$ cat src/hdl/sys_decoder_regs.svh
// Encodings and fixed field positions shared by the address decoder files.
// Assumes inclusion by bare name from files under hdl/.
`ifndef SYS_DECODER_REGS_SVH
`define SYS_DECODER_REGS_SVH

// Transfer type codes on the two trans_type pins
`define TRANS_ADDR_ONLY 2'h0
`define TRANS_RESERVED 2'h1
`define TRANS_NONSEQ 2'h2
`define TRANS_SEQ 2'h3

// Transfer size codes
`define SIZE_BYTE 2'h0
`define SIZE_HALF 2'h1
`define SIZE_WORD 2'h2

// Protection bit that marks a privileged access
`define PROT_PRIV_BIT 1

// Low address bits that carry byte lane alignment
`define ADDR_LANE_MSB 1
`define ADDR_LANE_LSB 0
`define WORD_LOW_BIT 2

// Default region granule for boundary detection, as address bits
`define BOUNDARY_BITS_DEFAULT 10

`endif

$ cat src/hdl/sys_decoder_pkg.sv
// Types for the system bus address decoder.
// Assumes nothing beyond a SystemVerilog compiler.
package sys_decoder_pkg;

  typedef enum logic [1:0] {
    addr_only_state = 2'b00,
    decode_state = 2'b01,
    slave_selected_state = 2'b10,
    error_state = 2'b11
  } dec_state_e;

  typedef logic [1:0] trans_t;

endpackage : sys_decoder_pkg

$ cat src/hdl/slave_match.sv
// One slave region: address match and privilege check.
// Assumes the address is held stable by the granted master while sampled.
`timescale 1ns/1ps
`default_nettype none
`include "sys_decoder_regs.svh"

module slave_match #(
  parameter logic [31:0] BASE = 32'h0000_0000,
  parameter logic [31:0] MASK = 32'hF000_0000,
  parameter bit PRIV_ONLY = 1'b0
) (
  input wire logic [31:0] addr_in,
  input wire logic [1:0] prot_in,
  output logic hit_out,
  output logic prot_fault_out
);

  always_comb begin
    hit_out = ((addr_in & MASK) == (BASE & MASK));
    // A user-mode access to a privileged region counts as a protection fault
    prot_fault_out = hit_out && PRIV_ONLY && !prot_in[`PROT_PRIV_BIT];
  end

endmodule : slave_match

`default_nettype wire

$ cat src/hdl/system_bus_address_decoder.sv
// Central address decoder for the shared system bus: one select per slave,
// default response for address-only cycles, protection and alignment errors.
// Assumes one granted master drives address and transfer type, the
// testbench resolves the shared response wires from the enable output.
//
// Notes on behaviour
// - Drive one select per slave; sometimes select none and answer the master itself.
// - Insert a decode wait cycle on nonsequential transfers, and on sequential ones after LAST, a boundary or an error.
// - Answer ERROR to accesses to illegal or protected regions.
// - Drive the response itself during address-only transfers.
// - Four-state machine clocked on the falling clock edge.
// - Reset puts the machine in the address-only state.
// - Next state from next type, current response, boundary flag, fault flag.
// - Not-wait means DONE, LAST, ERROR or RETRACT.
// - Boundary flag forces a fresh decode for sequential transfers, as LAST does.
// - Fault on no slave, protected region, or unsupported alignment.
// - Address-only: DONE, select only when next is sequential and valid.
// - Decode: WAIT, then select the matching slave when the address is valid.
// - Slave-selected: slave answers; select held while waited or plain sequential.
// - Error state: decoder drives ERROR.
// - Normal variant breaks bursts at memory boundaries with a decode cycle.
// - Low-speed variant omits the decode state entirely.
`timescale 1ns/1ps
`default_nettype none
`include "sys_decoder_regs.svh"

module system_bus_address_decoder
  import sys_decoder_pkg::*;
#(
  parameter int N_SLAVES = 4,
  parameter bit DECODE_CYCLES = 1'b1,
  parameter int BOUNDARY_BITS = `BOUNDARY_BITS_DEFAULT,
  parameter logic [N_SLAVES*32-1:0] SLAVE_BASE = {32'h3000_0000, 32'h2000_0000, 32'h1000_0000, 32'h0000_0000},
  parameter logic [N_SLAVES*32-1:0] SLAVE_MASK = {N_SLAVES{32'hF000_0000}},
  parameter logic [N_SLAVES-1:0] SLAVE_PRIV = '0,
  parameter logic [N_SLAVES-1:0] SLAVE_NO_SUBWORD = '0
) (
  input wire logic core_clk_in,
  input wire logic reset_in,
  input wire sys_decoder_pkg::trans_t trans_type_in,
  input wire logic [31:0] addr_in,
  input wire logic [1:0] size_in,
  input wire logic [1:0] prot_in,
  input wire logic resp_wait_in,
  input wire logic resp_error_in,
  input wire logic resp_last_in,
  output logic resp_wait_out,
  output logic resp_error_out,
  output logic resp_last_out,
  output logic resp_oe_out,
  output logic [N_SLAVES-1:0] slave_select_out
);

  if (N_SLAVES < 1 || N_SLAVES > 32) begin : g_bad_slaves
    $error("N_SLAVES must lie between 1 and 32");
  end
  if (BOUNDARY_BITS < 3 || BOUNDARY_BITS > 31) begin : g_bad_boundary
    $error("BOUNDARY_BITS must lie between 3 and 31");
  end

  logic [N_SLAVES-1:0] hit;
  logic [N_SLAVES-1:0] prot_fault;
  logic any_hit;
  logic align_fault;
  logic decode_fault_flag;
  logic boundary_last_now;
  logic resp_not_wait;
  logic next_is_seq;
  logic next_is_nonseq;
  logic fresh_decode;

  dec_state_e state_reg, state_next;
  logic boundary_last_flag_reg, boundary_last_flag_next;
  logic [N_SLAVES-1:0] held_hit_reg, held_hit_next;
  logic resp_wait_reg, resp_wait_next;
  logic resp_error_reg, resp_error_next;
  logic resp_oe_reg, resp_oe_next;
  logic [N_SLAVES-1:0] select_reg, select_next;

  // One matcher per slave region
  for (genvar i = 0; i < N_SLAVES; i++) begin : g_match
    slave_match #(
      .BASE(SLAVE_BASE[i*32 +: 32]),
      .MASK(SLAVE_MASK[i*32 +: 32]),
      .PRIV_ONLY(SLAVE_PRIV[i])
    ) u_match (
      .addr_in(addr_in),
      .prot_in(prot_in),
      .hit_out(hit[i]),
      .prot_fault_out(prot_fault[i])
    );
  end

  always_comb begin
    any_hit = |hit;
    // Half words need an even address, words a word-aligned one
    align_fault = 1'b0;
    unique case (size_in)
      `SIZE_BYTE: align_fault = 1'b0;
      `SIZE_HALF: align_fault = addr_in[`ADDR_LANE_LSB];
      `SIZE_WORD: align_fault = |addr_in[`ADDR_LANE_MSB:`ADDR_LANE_LSB];
      default: align_fault = 1'b1;
    endcase
    if ((hit & SLAVE_NO_SUBWORD) != '0 && size_in != `SIZE_WORD) begin
      align_fault = 1'b1;
    end
    decode_fault_flag = !any_hit || (|prot_fault) || align_fault;
    // Last word of a region: the following sequential beat would cross it
    boundary_last_now = &addr_in[BOUNDARY_BITS-1:`WORD_LOW_BIT];
    // Waited only when wait is up with neither error nor last
    resp_not_wait = !(resp_wait_in && !resp_error_in && !resp_last_in);
    next_is_seq = (trans_type_in == `TRANS_SEQ);
    next_is_nonseq = (trans_type_in == `TRANS_NONSEQ);
    // LAST or the boundary flag break a burst just like a nonsequential beat
    fresh_decode = next_is_nonseq ||
                   (next_is_seq && (resp_last_in || boundary_last_flag_reg));
  end

  // Falling-edge state group
  always_comb begin
    state_next = state_reg;
    held_hit_next = held_hit_reg;
    boundary_last_flag_next = boundary_last_flag_reg;
    unique case (state_reg)
      addr_only_state: begin
        if (next_is_nonseq) begin
          if (DECODE_CYCLES) begin
            state_next = decode_state;
          end else begin
            state_next = decode_fault_flag ? error_state : slave_selected_state;
          end
        end else if (next_is_seq) begin
          state_next = decode_fault_flag ? error_state : slave_selected_state;
        end else begin
          state_next = addr_only_state;
        end
      end
      decode_state: begin
        state_next = decode_fault_flag ? error_state : slave_selected_state;
      end
      slave_selected_state: begin
        if (resp_not_wait) begin
          if (trans_type_in == `TRANS_ADDR_ONLY || trans_type_in == `TRANS_RESERVED) begin
            state_next = addr_only_state;
          end else if (fresh_decode) begin
            if (DECODE_CYCLES) begin
              state_next = decode_state;
            end else begin
              state_next = decode_fault_flag ? error_state : slave_selected_state;
            end
          end else begin
            state_next = slave_selected_state;
          end
        end
      end
      error_state: begin
        if (next_is_nonseq || next_is_seq) begin
          if (DECODE_CYCLES) begin
            state_next = decode_state;
          end else begin
            state_next = decode_fault_flag ? error_state : slave_selected_state;
          end
        end else begin
          state_next = addr_only_state;
        end
      end
    endcase
    // Capture the slave on every fresh entry; a plain sequential beat keeps it.
    // A waited beat must not pick up a new slave even if the next type asks for a decode.
    if (state_next == slave_selected_state &&
        (state_reg != slave_selected_state || (fresh_decode && resp_not_wait))) begin
      held_hit_next = hit;
      boundary_last_flag_next = boundary_last_now;
    end else if (state_reg == slave_selected_state && resp_not_wait) begin
      boundary_last_flag_next = boundary_last_now;
    end
    if (state_next != slave_selected_state) begin
      boundary_last_flag_next = 1'b0;
    end
    // Own response whenever no slave is selected
    resp_oe_next = (state_next != slave_selected_state);
    resp_wait_next = (state_next == decode_state);
    resp_error_next = (state_next == error_state);
    if (reset_in) begin
      state_next = addr_only_state;
      held_hit_next = '0;
      boundary_last_flag_next = 1'b0;
      resp_oe_next = 1'b1;
      resp_wait_next = 1'b0;
      resp_error_next = 1'b0;
    end
  end

  always_ff @(negedge core_clk_in) begin
    state_reg <= state_next;
    held_hit_reg <= held_hit_next;
    boundary_last_flag_reg <= boundary_last_flag_next;
    resp_oe_reg <= resp_oe_next;
    resp_wait_reg <= resp_wait_next;
    resp_error_reg <= resp_error_next;
  end

  // Rising-edge select group: selects change in the high phase
  always_comb begin
    select_next = '0;
    unique case (state_reg)
      addr_only_state: begin
        // Speculative decode, offered only ahead of a sequential beat
        if (next_is_seq && !decode_fault_flag) begin
          select_next = hit;
        end
      end
      decode_state: begin
        if (!decode_fault_flag) begin
          select_next = hit;
        end
      end
      slave_selected_state: select_next = held_hit_reg;
      error_state: select_next = '0;
    endcase
    if (reset_in) begin
      select_next = '0;
    end
  end

  always_ff @(posedge core_clk_in) begin
    select_reg <= select_next;
  end

  always_comb begin
    resp_oe_out = resp_oe_reg;
    resp_wait_out = resp_wait_reg;
    resp_error_out = resp_error_reg;
    // The decoder never signals LAST on its own behalf
    resp_last_out = 1'b0;
    slave_select_out = select_reg;
  end
endmodule : system_bus_address_decoder

`default_nettype wire

$ cat config.mk
export PLATFORM = sky130hd
export DESIGN_NAME = system_bus_address_decoder
export DESIGN_NICKNAME = d
export VERILOG_FILES = /design/src/hdl/sys_decoder_pkg.sv /design/src/hdl/slave_match.sv /design/src/hdl/system_bus_address_decoder.sv
export VERILOG_INCLUDE_DIRS = /design/src /design/src/hdl
export SDC_FILE = /design/constraint.sdc
export NUM_CORES = 1
export LEC_CHECK = 0
export BUFFER_PORTS_ARGS = -buffer_cell sky130_fd_sc_hd__buf_4
export CAP_MARGIN = 20
export CELL_PAD_IN_SITES_DETAIL_PLACEMENT = 1
export CELL_PAD_IN_SITES_GLOBAL_PLACEMENT = 2
export CORE_MARGIN = 8
export CORE_UTILIZATION = 18
export DETAILED_ROUTE_END_ITERATION = 8
export PLACE_DENSITY = 0.71
export SYNTH_ARGS = -nofsm -noshare
export SYNTH_HDL_FRONTEND = slang
export SYNTH_SLANG_ARGS = --single-unit
$ cat constraint.sdc
create_clock -name core_clk_in -period 2.85 [get_ports core_clk_in]
set_input_delay 0.855 -clock core_clk_in [delete_from_list [all_inputs] [get_ports core_clk_in]]
set_output_delay 0.855 -clock core_clk_in [all_outputs]
set_load 0.01 [all_outputs]
# Yosys cells after proc, flatten, opt, wreduce, memory -nomap -nowiden
# Index checks and enable logic that the tools add are counted.
[totals]
ff_bits = 14
latchBits = 0
ram_bits = 0
rom_bits = 0
inputBits = 43
out_inout_bits = 8
wordCells = 64
n_memories = 0
[classes]
n_addsub = 0
n_mul = 0
div = 0
order_cmp = 0
n_eq_ne = 16
shifts = 0
mux = 14
bitwise = 0
n_reduce_logical = 27
[op_table]
columns = ["cell", "count"]
rows = [
  ["32-bit zero test", 1],
  ["4-bit case mux with 4 select lines", 1],
  ["2-bit equality test, second input constant", 7],
  ["2-bit 2-to-1 mux", 5],
  ["2-bit by 1-bit equality test with 1-bit output, second input constant", 4],
  ["4-bit by 2-bit equality test with 1-bit output, second input constant", 2],
  ["4-bit 2-to-1 mux", 2],
  ["2-bit case mux with 4 select lines", 1],
  ["8-bit AND reduction", 1],
  ["1-bit logical AND", 7],
  ["2-bit zero test", 3],
  ["1-bit logical OR", 6],
  ["1-bit zero test", 5],
  ["4-bit by 1-bit equality test with 1-bit output, second input constant", 1],
  ["1-bit 2-to-1 mux", 4],
  ["2-bit inequality test, second input constant", 2],
  ["2-bit OR reduction", 2],
  ["4-bit OR reduction", 1],
  ["1-bit case mux with 3 select lines", 1],
  ["2-bit nonzero test", 1],
]

# Depth between registers and ports, before layout
# Gate-level depths: netlist (run 1).
[logic_depth]
ltp_word = 11
mapped_depth = 6
ltp_nobuf = 5

# By module
# Synthesis (run 1) repeated with hierarchy kept, for this count alone.
[unflattened]
cells_unflattened = 88
hier_area_um2 = 827.0
[modules_own_cells]
columns = ["module", "instances", "cells_per_inst", "area_each_um2", "seq_area_each_um2"]
rows = [
  ["system_bus_address_decoder", 1, 76, 726.9, 280.3],
  ["slave_match at g_match[1].u_match ...", 2, 3, 26.3, 0.0],
  ["slave_match at g_match[0].u_match ...", 2, 3, 23.8, 0.0],
]

==> impl_metrics.py, run 1 <==
metrics = {
    "route": {
        "ant_nets": 0,
        "vias": 726,
        "wl_per_cell_um": 12.9,
        "drc": 0,
        "drtIter0Drc": 22,
        "dr.pass1.iters": 4,
        "routed_wl_mm": 2.21,
        "via_per_inst": 4.25,
    },
    "sta": {
        "rsz0062_at_grt": "yes",
        "whs_ns": 0.463,
        "setup_ws_ns": -0.639,
        "maxSlewViolCount": 0,
        "clock_skew_ns": 0.0667,
        "hold_violations": 0,
        "setup_viol": 17,
    },
    "setup_path": {
        "worstSetupPathType": "in2reg",
        "end_kind": "register",
        "path_max_fanout": 5,
        "required_ns": 1.70,
        "cp.arrival_ns": 2.34,
        "start_kind": "primary input",
    },
    "global_routing": {
        "grt_pass1_wl_mm": 3.57,
        "grt_pass1_vias": 817,
        "grt.total_usage": 0.0842,
        "grt_max_degree": 9,
        "grt_overflow_total": 0,
        "antenna_found_initial": 0,
    },
    "clocking": {
        "numCtsBuffers": 3,
        "clockRootBuffer": "clkbuf_4",
        "cts.sinks": 14,
        "cts_buffer_depth": 2,
        "tritoncts": "yes",
        "clk-insertion-delay-late_ns": 0.35,
        "clk_pin_slew_ns": 0.03,
        "h-tree-depth": 1,
    },
    "run_status": {
        "violations": "setup timing",
        "outcome": "finished with violations",
    },
    "synth": {
        "synthesis.nets": 113,
        "synth-main-ff-cell": "dfxtp_1",
        "yosysTopAreaCell": "dfxtp_1",
        "ys_top_cells_by_area": "dfxtp_1, a21oi_1, nand2_1, a2111o_1, a211o_1",
        "synth.distinct_cells": 29,
        "synth_edf_count": 0,
        "avgSynthCellArea_um2": 8.79,
        "syn_area_um2": 616,
        "yosysWarnings": 0,
        "synth_top_area_frac": 0.455,
        "synth-seq-cells": 14,
        "yosysSeqAreaShare": 0.455,
        "syn-instance-count": 70,
        "ys_async_sr_fraction": 0,
    },
    "die": {
        "core_area_mm2": 0.00331,
        "die_w_um": 74.5,
        "dieArea_mm2": 0.00555,
        "die_h_um": 74.5,
        "start_util": 0.186,
        "rows": 21,
        "io-pin-count": 51,
    },
    "power_and_ir_drop": {
        "power.density_mw_per_mm2": 442,
        "irDropWorstVdd_v": 0.000135,
        "p_leak_nw": 0.504,
    },
    "cells_and_area": {
        "fin_cells": 171,
        "drive_gt1_frac": 0.568,
        "nets": 169,
        "antenna_cells": 0,
        "syn2layout_area_growth_pct": 89.2,
    },
    "run": {
        "cap_violations": 0,
    },
    "place": {
        "port_buffers": 29,
        "finalWeightedCongestion": 0.823,
        "dp_cells": 153,
        "hpwl_mm": 1.64,
        "detailedPlace.worstSlack_ns": -1.03,
    },
    "hold_path": {
        "hp-class": "reg2reg",
    },
}
==> worst max-delay path: stages <==
cell,delay [ns]
buf_6,0.09
o21a_1,0.17
a311o_1,0.33
a211o_4,0.36
or3b_4,0.42
a21oi_2,0.12
==> cells in the final DEF (no fill, tap or decap), drive strengths merged, types with 2 or more instances in the layout <==
master and count:
or2 2, nand2b 2, or3b 2, o21ai 2
nand2 10, nor2b 2, buf 44, a211o 3
dfxtp 14, inv 12, clkbuf 3, nand4 2
a2111o 2, nor2 3, a21oi 10
==> synth_stat cells, drive strengths merged (2+ instances only) <==
library cell and count:
o21ai 2, buf 2, nor2 3, nor2b 2, a21oi 10, inv 3, dfxtp 14, nand2 10
or2 2, a2111o 2, nand4 2, nand2b 2, a211o 2, or3b 2
==> where the power goes <==
| group | internal [mW] | switching [mW] |
|---|---|---|
| combinational | 0.0746 | 0.0524 |
| sequential | 0.207 | 0.00784 |
| clock | 0.0697 | 0.104 |
==> final timing paths <==
check / from / to / slack (ns) / cells past startpoint
setup / recovery: resp_last_in / held_hit_reg[2]$_SDFFE_NP0P_ / -0.64 / 6
hold / removal: held_hit_reg[0]$_SDFFE_NP0P_ / held_hit_reg[0]$_SDFFE_NP0P_ / 0.46 / 2
setup reg to reg: state_reg[1]$_SDFF_NP0_ / slave_select_out[2]$_SDFF_PP0_ / -0.58 / 7
hold reg to reg: held_hit_reg[0]$_SDFFE_NP0P_ / held_hit_reg[0]$_SDFFE_NP0P_ / 0.46 / 2
==> timing repair <==
item                       in CTS  in global routing
setup buffers                   3                  1
pin swaps                       4                 11
gates cloned                    1                  0
gates resized for setup        17                  9
hold buffers                    0                  0
setup endpoints to repair      16                 17
==> cell families after synthesis <==
logic type	count (synthesis)	synth area share
flip-flops	14	0.455
other	1	0.00609
AO/OA/AOI/OAI	22	0.252
buffers and inverters	6	0.0549
AND/OR/NAND/NOR	27	0.232
==> cell type report <==
| class | count | area [um2] |
|---|---|---|
| clock buffer | 3 | 22.5 |
| clock inverter | 11 | 42.5 |
| fill | 411 | 2150 |
| inverter | 2 | 7.51 |
| multi-input combinational | 51 | 378 |
| sequential | 14 | 289 |
| tap | 46 | 57.6 |
| timing repair buffer | 44 | 368 |
==> metal layers <==
metal  vias up  global-route usage  wire length (um)
met5         -                   0                 0
met4         0              0.0261                27
met3         2              0.0283               150
met2        22               0.151              1110
met1       345              0.0899               928
li1        357                   -                 -
==> per-stage QoR <==
step / instance area (um2) / utilization / power [mW] / TNS [ns]
finish: 1160 / 0.352 / 0.515 / -6.40
global route: 1160 / 0.352 / 0.554 / -6.98
CTS: 1120 / 0.340 / 0.508 / -6.57
detailed placement: 971 / 0.293 / 0.339 / -9.52
global placement: 971 / 0.293 / 0.336 / -9.16
floorplan: 636 / - / 0.279 / -6.53
Power figures use the tool's default switching activity.
==> run 2: changes to the inputs <==
--- a/config.mk
+++ b/config.mk
@@ -10,10 +10,11 @@
 export CAP_MARGIN = 20
 export CELL_PAD_IN_SITES_DETAIL_PLACEMENT = 1
 export CELL_PAD_IN_SITES_GLOBAL_PLACEMENT = 2
+export CORE_ASPECT_RATIO = 0.75
 export CORE_MARGIN = 8
-export CORE_UTILIZATION = 18
+export CORE_UTILIZATION = 20
 export DETAILED_ROUTE_END_ITERATION = 8
-export PLACE_DENSITY = 0.71
+export PLACE_DENSITY = 0.78
 export SYNTH_ARGS = -nofsm -noshare
 export SYNTH_HDL_FRONTEND = slang
 export SYNTH_SLANG_ARGS = --single-unit
==> constraint.sdc (replaced) <==
create_clock -name core_clk_in -period 4.2 [get_ports core_clk_in]
set_input_delay 1.26 -clock core_clk_in [delete_from_list [all_inputs] [get_ports core_clk_in]]
set_output_delay 1.26 -clock core_clk_in [all_outputs]
set_load 0.01 [all_outputs]
==> run 2 against run 1 <==
Register-to-register slack improved by 0.56 ns. Largest cell class is now buffers. Critical path type unchanged. Via count decreased by 4.3%. The run still ends with setup timing left. Clock power down 11%. Critical endpoint is now held_hit_reg[1]$_SDFFE_NP0P_. Highest routed layer is now met3. Combinational power fell by 39%. Die area decreased by 7.6%.
==> impl_metrics.py, run 2 (synthesis gave the netlist of run 1 again) <==
metrics = {
    "run_status": {
        "outcome": "finished with violations",
        "violations": "setup timing",
    },
    "cells_and_area": {
        "nets": 169,
        "mostFrequentLayoutCells": "buf_4, dfxtp_1, inv_1",
        "final_common_cell": "buf_4",
        "antenna_cells": 0,
        "fill_cells": 347,
        "fin_cells": 163,
        "fin_area_mm2": 0.00114,
        "syn2layout_area_growth_pct": 85.2,
        "drive_gt1_frac": 0.536,
    },
    "setup_path": {
        "endpoint": "held_hit_reg[1]$_SDFFE_NP0P_",
        "r2r_slack_ns": -0.02,
        "r2r-start": "state_reg[1]$_SDFF_NP0_",
        "cp.arrival_ns": 2.72,
        "startpoint": "trans_type_in[0]",
        "reg2regPathDepth": 6,
        "r2r-end": "slave_select_out[1]$_SDFF_PP0_",
        "worstSetupPathType": "in2reg",
        "required_ns": 2.35,
        "start_kind": "primary input",
        "path_max_fanout": 7,
        "end_kind": "register",
    },
    "sta": {
        "maxSlewViolCount": 0,
        "tns_ns": -1.67,
        "clock_skew_ns": 0.0711,
        "hold_violations": 0,
        "setup_ws_ns": -0.375,
        "rsz0062_at_grt": "yes",
        "setup_viol": 7,
    },
    "place": {
        "dpl-instance-area_um2": 921,
        "finalWeightedCongestion": 0.738,
        "detailedPlace.worstSlack_ns": -0.779,
        "dp_cells": 141,
        "port_buffers": 29,
        "hpwl_mm": 1.56,
    },
    "clocking": {
        "tritoncts": "yes",
        "clockRootBuffer": "clkbuf_8",
        "clk-insertion-delay-late_ns": 0.32,
        "cts_hold_buf": 0,
        "cts.sinks": 14,
        "clk_pin_slew_ns": 0.03,
        "numCtsBuffers": 3,
        "cts_buffer_depth": 2,
        "h-tree-depth": 1,
    },
    "global_routing": {
        "grt.total_usage": 0.0763,
        "antenna_found_initial": 0,
        "grt_pass1_wl_mm": 3.24,
        "grt_pass1_vias": 791,
        "grt_max_degree": 11,
        "grt_overflow_total": 0,
    },
    "route": {
        "via_per_inst": 4.26,
        "wl_per_cell_um": 13.0,
        "drtIter0Drc": 16,
        "routed_wl_mm": 2.11,
        "vias": 695,
        "drc": 0,
        "ant_nets": 0,
        "dr.pass1.iters": 2,
    },
    "die": {
        "rows": 17,
        "dieArea_mm2": 0.00513,
        "core_area_mm2": 0.00294,
        "io-pin-count": 51,
        "start_util": 0.210,
        "die_h_um": 64.0,
        "die_w_um": 80.1,
    },
    "power_and_ir_drop": {
        "power.density_mw_per_mm2": 330,
        "irDropWorstVdd_v": 0.000131,
        "p_leak_nw": 0.507,
        "total_power_uw": 376,
    },
    "run": {
        "cap_violations": 0,
    },
    "hold_path": {
        "hp-class": "reg2reg",
    },
}
run 2: worst min path at each step:
stage	from	end	slack, ns	depth (start not counted)
2_1_floorplan	held_hit_reg[0]$_SDFFE_NP0P_	held_hit_reg[0]$_SDFFE_NP0P_	0.44	2
3_3_place_gp	held_hit_reg[1]$_SDFFE_NP0P_	held_hit_reg[1]$_SDFFE_NP0P_	0.44	2
3_5_place_dp	held_hit_reg[1]$_SDFFE_NP0P_	held_hit_reg[1]$_SDFFE_NP0P_	0.46	2
4_1_cts	held_hit_reg[0]$_SDFFE_NP0P_	held_hit_reg[0]$_SDFFE_NP0P_	0.47	2
5_1_grt	held_hit_reg[2]$_SDFFE_NP0P_	held_hit_reg[2]$_SDFFE_NP0P_	0.49	2
6_report	held_hit_reg[1]$_SDFFE_NP0P_	held_hit_reg[1]$_SDFFE_NP0P_	0.46	2
run 2: through the flow:
stage | util | hold WS (ns)
floorplan | - | 0.437
global placement | 0.314 | 0.443
detailed placement | 0.314 | 0.456
CTS | 0.359 | 0.467
global route | 0.388 | 0.488
finish | 0.388 | 0.463
run 2: final cells by class:
class / instances / area [um2] / area share
timing repair buffer: 45 / 360 / 0.316
multi-input combinational: 50 / 358 / 0.314
sequential: 14 / 283 / 0.248
tap: 38 / 47.5 / 0.0417
clock inverter: 11 / 42.5 / 0.0373
clock buffer: 3 / 41.3 / 0.0362
inverter: 2 / 7.51 / 0.00659
run 2: per-layer routing:
metal	part of all wire	global-route usage	vias up	wire, um
met5	0	0	-	0
met4	0	0.0226	0	0
met3	0.063	0.0307	0	134
met2	0.53	0.148	15	1130
met1	0.40	0.0703	326	853
li1	-	-	354	-
run 2: what timing repair did:
action | 4_1_cts | 5_1_grt
setup buffers | 4 | 5
pin swaps | 7 | 10
resized for setup | 6 | 14
cloned | 0 | 0
setup endpoints to repair | 6 | 9
run 2: report_power, final:
| group | internal (mW) | total (mW) | switching (mW) | leakage (nW) |
|---|---|---|---|---|
| Combinational | 0.0466 | 0.0773 | 0.0307 | 0.318 |
| Clock | 0.0780 | 0.154 | 0.0757 | 0.0749 |
| Sequential | 0.140 | 0.145 | 0.00507 | 0.114 |
run 2: critical path, cell delays in order:
cell	delay (ns)
buf_8	0.08
o21bai_4	0.05
a2111o_1	0.42
a211o_4	0.36
or3b_4	0.41
a21oi_2	0.13
